## src/design/ssc_pkg.sv

```systemverilog
// ============================================================
// shared constants for the conversion sequencer
// ============================================================
// assumes: one system clock, pin clock sampled as an ordinary input
package ssc_pkg;

  // ============================================================
  // system clock and pin clock
  // ============================================================
  localparam int unsigned MCLK_HZ    = 50_000_000;
  localparam int unsigned PIN_CLK_HZ = 4_000_000;

  // ============================================================
  // conversion sequence, counted in pin-clock falling edges
  // ============================================================
  localparam logic [4:0] CLK_DIV      = 5'h02;
  localparam logic [4:0] CLEAR_EDGE   = 5'h01;
  localparam logic [4:0] HOLD_EDGE    = 5'h03;
  localparam logic [4:0] ACQ_EDGES    = 5'h02;
  localparam logic [4:0] FIRST_DECIDE = 5'h04;
  localparam logic [4:0] LAST_DECIDE  = 5'h12;
  localparam logic [4:0] CONV_EDGES   = 5'h14;

  // ============================================================
  // result and trial code
  // ============================================================
  localparam int unsigned RES_W       = 8;
  localparam logic [7:0]  TRIAL_RESET = 8'h80;
  localparam logic [7:0]  RESULT_RST  = 8'h00;

  // ============================================================
  // pin synchroniser
  // ============================================================
  localparam int unsigned SYNC_W   = 3;
  localparam logic [2:0]  SYNC_RST = 3'h7;

  typedef enum logic [0:0] {
    ST_IDLE = 1'b0,
    ST_CONV = 1'b1
  } ssc_state_t;

endpackage

```

## src/design/ssc_pin_sync.sv

```systemverilog
// ============================================================
// three-flop pin synchroniser with agreement filter
// ============================================================
// assumes: pins are asynchronous to i_mclk; idle level is high
`timescale 1ns/10ps
module ssc_pin_sync
(
  input  wire logic                       i_mclk,
  input  wire logic                       i_rst_b,
  input  wire logic [ssc_pkg::SYNC_W-1:0] i_pin,
  output logic      [ssc_pkg::SYNC_W-1:0] o_level
);
  import ssc_pkg::*;

  logic [SYNC_W-1:0] s1_r;
  logic [SYNC_W-1:0] s2_r;
  logic [SYNC_W-1:0] s3_r;
  logic [SYNC_W-1:0] level_r;

  genvar g;
  generate
    for (g = 0; g < SYNC_W; g++) begin : g_bit
      wire agree = (s2_r[g] == s3_r[g]);
      always_ff @(posedge i_mclk or negedge i_rst_b) begin
        if (!i_rst_b) begin
          s1_r[g]    <= SYNC_RST[g];
          s2_r[g]    <= SYNC_RST[g];
          s3_r[g]    <= SYNC_RST[g];
          level_r[g] <= SYNC_RST[g];
        end else begin
          s1_r[g] <= i_pin[g];
          s2_r[g] <= s1_r[g];
          s3_r[g] <= s2_r[g];
          // a change counts only once stages two and three agree
          if (agree) begin
            level_r[g] <= s3_r[g];
          end
        end
      end
    end
  endgenerate

  assign o_level = level_r;

endmodule

```

## src/design/ssc_sequencer.sv

```systemverilog
// ============================================================
// successive-approximation conversion sequencer
// ============================================================
// assumes: an external comparator answers for the threshold on
// o_dac_thresh; pin clock, select and read arrive asynchronously
`timescale 1ns/10ps

module ssc_sequencer
(
  input  wire logic                 i_mclk,
  input  wire logic                 i_rst_b,
  input  wire logic                 i_pin_clk,
  input  wire logic                 i_cs_b,
  input  wire logic                 i_rd_b,
  input  wire logic                 i_cmp_above,
  output logic                      o_hold,
  output logic                      o_conv_clk,
  output logic [ssc_pkg::RES_W:0]   o_dac_thresh,
  output logic                      o_busy_b,
  output logic [ssc_pkg::RES_W-1:0] o_data,
  output logic [ssc_pkg::RES_W-1:0] o_data_oe
);
  import ssc_pkg::*;

  // ============================================================
  // pin sampling
  // ============================================================
  logic [SYNC_W-1:0] pins_f;
  logic              clk_f;
  logic              cs_f;
  logic              rd_f;

  ssc_pin_sync u_sync (
    .i_mclk  (i_mclk),
    .i_rst_b (i_rst_b),
    .i_pin   ({i_rd_b, i_cs_b, i_pin_clk}),
    .o_level (pins_f)
  );

  assign clk_f = pins_f[0];
  assign cs_f  = pins_f[1];
  assign rd_f  = pins_f[2];

  // ============================================================
  // state
  // ============================================================
  ssc_state_t       state_r;
  ssc_state_t       state_nxt;
  logic [4:0]       edge_cnt_r;
  logic [4:0]       edge_cnt_nxt;
  logic [RES_W-1:0] trial_r;
  logic [RES_W-1:0] trial_nxt;
  logic [RES_W-1:0] mask_r;
  logic [RES_W-1:0] mask_nxt;
  logic [RES_W-1:0] result_r;
  logic [RES_W-1:0] result_nxt;
  logic             hold_r;
  logic             hold_nxt;
  logic             int_clk_r;
  logic             int_clk_nxt;
  logic             window_r;
  logic             window_nxt;
  logic             sel_q_r;
  logic             clk_q_r;

  // ============================================================
  // decode
  // ============================================================
  wire       sel       = ~cs_f & ~rd_f;
  wire       start_req = sel & ~sel_q_r;
  wire       fall      = clk_q_r & ~clk_f;
  wire       conv      = (state_r == ST_CONV);
  wire [4:0] edge_n    = edge_cnt_r + 5'h01;
  wire       at_clear  = conv & fall & (edge_n == CLEAR_EDGE);
  wire       at_hold   = conv & fall & (edge_n == HOLD_EDGE);
  // decisions ride the internal clock falling edges after acquisition
  wire       at_decide = conv & fall & ~edge_n[0] & (edge_n >= FIRST_DECIDE)
                         & (edge_n <= LAST_DECIDE);
  wire       at_done   = conv & fall & (edge_n == CONV_EDGES);
  // fresh read right after completion must not relaunch
  wire       launch    = ~conv & start_req & ~window_r;
  wire [RES_W-1:0] kept = i_cmp_above ? trial_r : (trial_r & ~mask_r);

  always_comb begin
    state_nxt    = state_r;
    edge_cnt_nxt = edge_cnt_r;
    trial_nxt    = trial_r;
    mask_nxt     = mask_r;
    result_nxt   = result_r;
    hold_nxt     = hold_r;
    int_clk_nxt  = int_clk_r;
    window_nxt   = window_r;
    case (state_r)
      ST_IDLE: begin
        hold_nxt    = 1'b0;
        int_clk_nxt = 1'b0;
        if (fall | start_req) begin
          window_nxt = 1'b0;
        end
        if (launch) begin
          state_nxt    = ST_CONV;
          edge_cnt_nxt = 5'h00;
        end
      end
      ST_CONV: begin
        if (fall) begin
          edge_cnt_nxt = edge_n;
          int_clk_nxt  = ~int_clk_r;
        end
        if (at_clear) begin
          trial_nxt = TRIAL_RESET;
          mask_nxt  = TRIAL_RESET;
        end
        if (at_hold) begin
          hold_nxt = 1'b1;
        end
        if (at_decide) begin
          trial_nxt = kept | (mask_r >> 1);
          mask_nxt  = mask_r >> 1;
        end
        if (at_done) begin
          state_nxt   = ST_IDLE;
          result_nxt  = trial_r;
          hold_nxt    = 1'b0;
          int_clk_nxt = 1'b0;
          window_nxt  = 1'b1;
        end
      end
      default: begin
        state_nxt = ST_IDLE;
      end
    endcase
  end

  always_ff @(posedge i_mclk or negedge i_rst_b) begin
    if (!i_rst_b) begin
      state_r    <= ST_IDLE;
      edge_cnt_r <= 5'h00;
      trial_r    <= TRIAL_RESET;
      mask_r     <= TRIAL_RESET;
      result_r   <= RESULT_RST;
      hold_r     <= 1'b0;
      int_clk_r  <= 1'b0;
      window_r   <= 1'b0;
      sel_q_r    <= 1'b0;
      clk_q_r    <= 1'b1;
    end else begin
      state_r    <= state_nxt;
      edge_cnt_r <= edge_cnt_nxt;
      trial_r    <= trial_nxt;
      mask_r     <= mask_nxt;
      result_r   <= result_nxt;
      hold_r     <= hold_nxt;
      int_clk_r  <= int_clk_nxt;
      window_r   <= window_nxt;
      sel_q_r    <= sel;
      clk_q_r    <= clk_f;
    end
  end

  // ============================================================
  // outputs
  // ============================================================
  // threshold in half-LSB units sits half an LSB under the trial code,
  // so codes step at 1/2 LSB and at full scale minus 3/2 LSB
  assign o_dac_thresh = {trial_r, 1'b0} - 9'h001;
  assign o_hold       = hold_r;
  assign o_conv_clk   = int_clk_r;
  assign o_busy_b     = ~conv;
  // straight binary; with the bipolar network 8'h80 means zero volts
  assign o_data       = result_r;
  // old result shows during conversion; reads there leave it and the conversion undisturbed
  assign o_data_oe    = {RES_W{sel}};
endmodule

```

## config.mk

```make
export PLATFORM = sky130hd
export DESIGN_NAME = ssc_sequencer
export DESIGN_NICKNAME = d
export VERILOG_FILES = /design/src/design/ssc_pkg.sv /design/src/design/ssc_pin_sync.sv /design/src/design/ssc_sequencer.sv
export SDC_FILE = /design/constraint.sdc
export NUM_CORES = 1
export LEC_CHECK = 0
export BUFFER_PORTS_ARGS = -buffer_cell sky130_fd_sc_hd__buf_2
export CAP_MARGIN = 20
export CELL_PAD_IN_SITES_DETAIL_PLACEMENT = 0
export CELL_PAD_IN_SITES_GLOBAL_PLACEMENT = 2
export CORE_MARGIN = 3
export CORE_UTILIZATION = 36
export CTS_CLUSTER_SIZE = 30
export DETAILED_ROUTE_END_ITERATION = 10
export GPL_ROUTABILITY_DRIVEN = 0
export GPL_TIMING_DRIVEN = 0
export PLACE_DENSITY_LB_ADDON = 0.1
export SLEW_MARGIN = 5
export SYNTH_ARGS = -nofsm -noshare
export SYNTH_HDL_FRONTEND = slang
export SYNTH_SLANG_ARGS = --single-unit
```

## constraint.sdc

```tcl
create_clock -name i_mclk -period 2.52 [get_ports i_mclk]
set_input_delay 0.504 -clock i_mclk [delete_from_list [all_inputs] [get_ports i_mclk]]
set_output_delay 0.504 -clock i_mclk [all_outputs]
set_load 0.05 [all_outputs]
```

## After elaboration in Yosys (flattened, before gate mapping)

Cells that the tools add are included.

- Magnitude comparators: 2
- Mux-type cells: 19
- Bitwise operators: 24
- $add $sub $neg: 2
- Reduce and logical (&&, ||, !) cells: 5
- Equal/unequal tests: 12

Operators by type and width:

| kind | number |
|---|---|
| $mux W8 | 4 |
| $and A1 B1 Y1 | 12 |
| $mux W5 | 2 |
| $pmux W5 S2 | 1 |
| $sub A9 B1 Y9 const B | 1 |
| $and A8 B8 Y8 | 1 |
| $mux W1 | 8 |
| $ne A2 B1 Y1 const B | 4 |
| $not A1 Y1 | 8 |
| $not A8 Y8 | 1 |
| $or A8 B7 Y8 | 1 |
| $pmux W1 S2 | 4 |
| $reduce_and A2 Y1 | 4 |
| $ne A3 B1 Y1 const B | 2 |
| $add A5 B1 Y5 const B | 1 |
| $eq A5 B1 Y1 const B | 1 |
| $eq A5 B2 Y1 const B | 1 |
| $eq A5 B5 Y1 const B | 1 |
| $ge A5 B3 Y1 const B | 1 |
| $le A5 B5 Y1 const B | 1 |
| $eq A1 B1 Y1 | 3 |
| $reduce_bool A2 Y1 | 1 |
| $or A1 B1 Y1 | 1 |

- Logic and storage cells: 86
- Flip-flop bits (word level): 47
- Output and inout port bits: 28
- Input port bits: 6

## Longest topological paths before layout

- Depth after elaboration: 8
- Gate-level depth with buffers: 8
- Mapped depth without buffers: 6

## Cells and area by module

From an unflattened synthesis, not the netlist that was laid out.

- Cells, all modules: 177
- Area total of the unflattened synthesis: 2225.9 um^2

Modules (own cells, without submodules):

| module | times used | cells an instance | area each (um^2) |
|---|---|---|---|
| ssc_sequencer | 1 | 162 | 1876.8 |
| ssc_pin_sync | 1 | 15 | 349.1 |

## Worst setup path after synthesis

OpenSTA, ideal clock, no wires.

- Kind: reg2out
- Start point: reg trial_r[0]
- End point: out o_dac_thresh[7] in the netlist's numbering
- Path slack: 0.075 ns
- Stages on the path, launching flop included: 5
- Data required time: 2.016 ns
- Data arrival time: 1.941 ns
- Cells stage by stage: dfrtp_1 -> inv_1 -> ha_1 -> nand2_1 -> xnor2_1

- Cells in the longest elaborated chain, start to end: 1

Ends and longest elaborated chain:

| what | line | text |
|---|---|---|
| from (decl) | ssc_sequencer.sv:51 | `logic [RES_W-1:0] trial_r;` |
| from (signal assigned) | ssc_sequencer.sv:150 | `trial_r <= trial_nxt;` |
| $sub A9 B1 Y9 | ssc_sequencer.sv:166 | `assign o_dac_thresh = {trial_r, 1'b0} - 9'h001;` |
| to (decl) | ssc_sequencer.sv:18 | `output logic [ssc_pkg::RES_W:0] o_dac_thresh,` |

No other way between the ends.

## Final worst setup path

- Start point: reg trial_r[4]
- End point: out o_dac_thresh[8] in the netlist's numbering

Same word-level chain as after synthesis.

==> metrics.txt <==
post-synthesis simple-gate area fraction=0.129; IO Pins=34; WL final=4450 um; DRT antenna net count=0; Slew Limit Fails=0; total CTS buffers=5; Post-synth ARST share=1.00; largest net degree at the start of global routing=48; Post-Synthesis Cells=slightly below 200; Final setup viols=0; reg-to-reg endpoint=trial_r[5]$_DFFE_PN0P_; area leader, netlist=dfrtp_1; Final Cycle Share=0.893; Setup crit end kind=primary output; first-pass GRT wire length=7820 um; net count after synthesis=roughly 210; Layout Nets=approximately 250; slowest cell delay on critical path=490 ps; full die area=6990 sq um; Seq/Total Area, Yosys=0.551; CP max FO=6; Post-Synth Adder-Cell Area=0.0427; Worst slew margin=0.505; clk slew on worst S/H paths=90 ps; worst-skew pair later-pin latency=~290 ps; buffers and inverters on the worst path=1; synthesis-stage register bit count=47; Compound-Gate Fraction of Synth Area=0.148; clock buffer depth=2; synth-to-layout area growth=16.6%; CTS tree=yes; Clk Tree Root Cell=clkbuf_8; Die X=about 84 um; Ant. Diodes=0; Hold Violations, Final=0; Die H=between 80 and 90 um; Hold-fix buffers, CTS=0; startpoint types=register; highest clock rate=0.445 GHz; r2r setup slk=370 ps; Post-Place Cells=302; Core ar.=5680 sq um; Rows=27; cts repair resizes=0; largest family of logic cells by synthesized area=compound AO/OA/AOI/OAI gates; RSZ-0062 raised after global routing=false; clock sinks=47; worst-margin pin slew=about 730 ps; worst r2r src=edge_cnt_r[1]$_DFFE_PN0P_; non-filler cells in the finished layout=between 300 and 400; Synth Area in XOR/XNOR=0.0323; cells on worst reg2reg path=6; Top delay family on crit path=simple AND/OR/NAND/NOR gates; setup_tns=0 ps; vias per cell=5.04; Yosys top cell area share=0.369; status=finished clean; cell area after placement=2420 sq um; Worst Skew=5.59 ps; vias in the first global route=1525; first-pass iteration count of the detailed router=5; vias post-DR=approximately 1600; antenna violations before repair=0; Worst Path Arrival=1750 ps; Post-CTS Repair Setup Buffers=0; slowest cell on the critical path=dfrtp_1; Routed wire per std cell=14.3 um; Post-synth EDFFs=0; yosys warns=0; Req. time, crit path=roughly 2000 ps; H-tree depth=2; Post-DP HPWL=~3200 um; final instance area=2530 sq um; layout cells sized above 1=0.326; PortBufs=32; synthesized area=2170 sq um; DRC=0; Top FF cell, synth=dfrtp_1; initial DRC count=44; minimum clock period=2250 ps; worst min path class=in2async; Max Cap Viol=0; gr usage total=0.138; Starting Density=0.382; Crit Path Category=reg2out; post-synth cell types=between 40 and 50; crit path cell chain=nor4_1 -> nand2_1 -> xnor2_1 -> buf_2; grt total ovfl=0; Avg Cell Area, Syn=11.0 sq um; synth top area cells=dfrtp_1, dfstp_2, o21ai_0; mux contribution to synthesized area=0.0208
## layout make-up
cell class / instances / area [sq um]
clock inverters: 2 / 16.3
well taps: 72 / 90.1
inverters: 10 / 37.5
repair buffers: 33 / 180
plain buffers: 18 / 125
flip-flops and latches: 47 / 1190
fillers: 559 / 3150
clock buffers: 6 / 72.6
multi-input cells: 123 / 812
## cell usage after synthesis, drive strengths merged, types with 4 or more instances
| cell type | n |
|---|---|
| nand2 | 21 |
| xor2 | 4 |
| mux2 | 4 |
| o21ai | 18 |
| nand3 | 7 |
| a22o | 8 |
| a21oi | 7 |
| clkbuf | 5 |
| xnor2 | 4 |
| buf | 13 |
| dfstp | 15 |
| nor2 | 8 |
| ha | 5 |
| inv | 10 |
| dfrtp | 32 |
## stage by stage
stage | util | hold WS, ps | setup slack, ps
after detailed placement | 0.426 | 348 | 414
after global placement | 0.426 | 346 | 409
final | 0.446 | 50.1 | 271
after floorplan | - | 208 | 74.5
after CTS | 0.442 | 283 | 258
after global routing | 0.446 | 41.3 | 155
## worst max-delay path by stage
stage,endpoint,cells after the start,startpoint,slack [ps]
3_3_place_gp,trial_r[5]$_DFFE_PN0P_,6,edge_cnt_r[1]$_DFFE_PN0P_,410
3_5_place_dp,mask_r[6]$_DFFE_PN0P_,7,edge_cnt_r[1]$_DFFE_PN0P_,410
5_1_grt,o_dac_thresh[8],4,trial_r[4]$_DFFE_PN0P_,160
2_1_floorplan,o_dac_thresh[7],4,trial_r[0]$_DFFE_PN0P_,70
4_1_cts,o_dac_thresh[6],4,trial_r[2]$_DFFE_PN0P_,260
6_report,o_dac_thresh[8],4,trial_r[4]$_DFFE_PN0P_,270
## logic make-up (layout without fill, tap and decap cells)
group | Yosys count | after routing
AO/OA/AOI/OAI | 48 | 48
XOR/XNOR | 8 | 8
adder cells (fa/ha/maj) | 8 | 8
buffers and inverters | 28 | 69
flip-flops | 47 | 47
multiplexers | 4 | 4
other | 1 | 1
AND/OR/NAND/NOR | 54 | 54
## per-layer routing
layer	global-route usage	share of wire	vias to the layer above
met5	0	0	-
met4	0.0439	0.015	0
met3	0.0326	0.043	8
met2	0.210	0.46	41
met1	0.194	0.48	764
li1	-	-	754
## sequential cells by signal, indices dropped and copies added (netlist names)
name,flops
mask_r,8
o_data,8
trial_r,8
edge_cnt_r,5
u_sync.o_level,3
u_sync.s1_r,3
u_sync.s2_r,3
u_sync.s3_r,3
clk_q_r,1
conv,1
o_conv_clk,1
o_hold,1
sel_q_r,1
window_r,1
## cell usage in the layout, fill, tap and decap left out, types with 3 or more instances in the layout
cell type  synthesis  routed
xnor2_1            4       4
clkbuf_8           0       5
inv_1             10      10
dfrtp_1           32      32
buf_4              9       9
a22o_1             8       8
a21boi_0           3       3
o21ai_0           16      16
maj3_1             3       3
nor2_1             7       7
dfstp_2           15      15
nor3_1             3       3
a21oi_1            7       7
clkbuf_1           5       6
buf_2              1      33
nand3_1            7       7
mux2_2             4       4
xor2_1             4       4
buf_6              3       3
nand2_1           21      21
ha_1               5       5
Power is left out: the tool's default activity adds up to more than one toggle a clock period on the data nets, which glitch-free logic cannot reach.
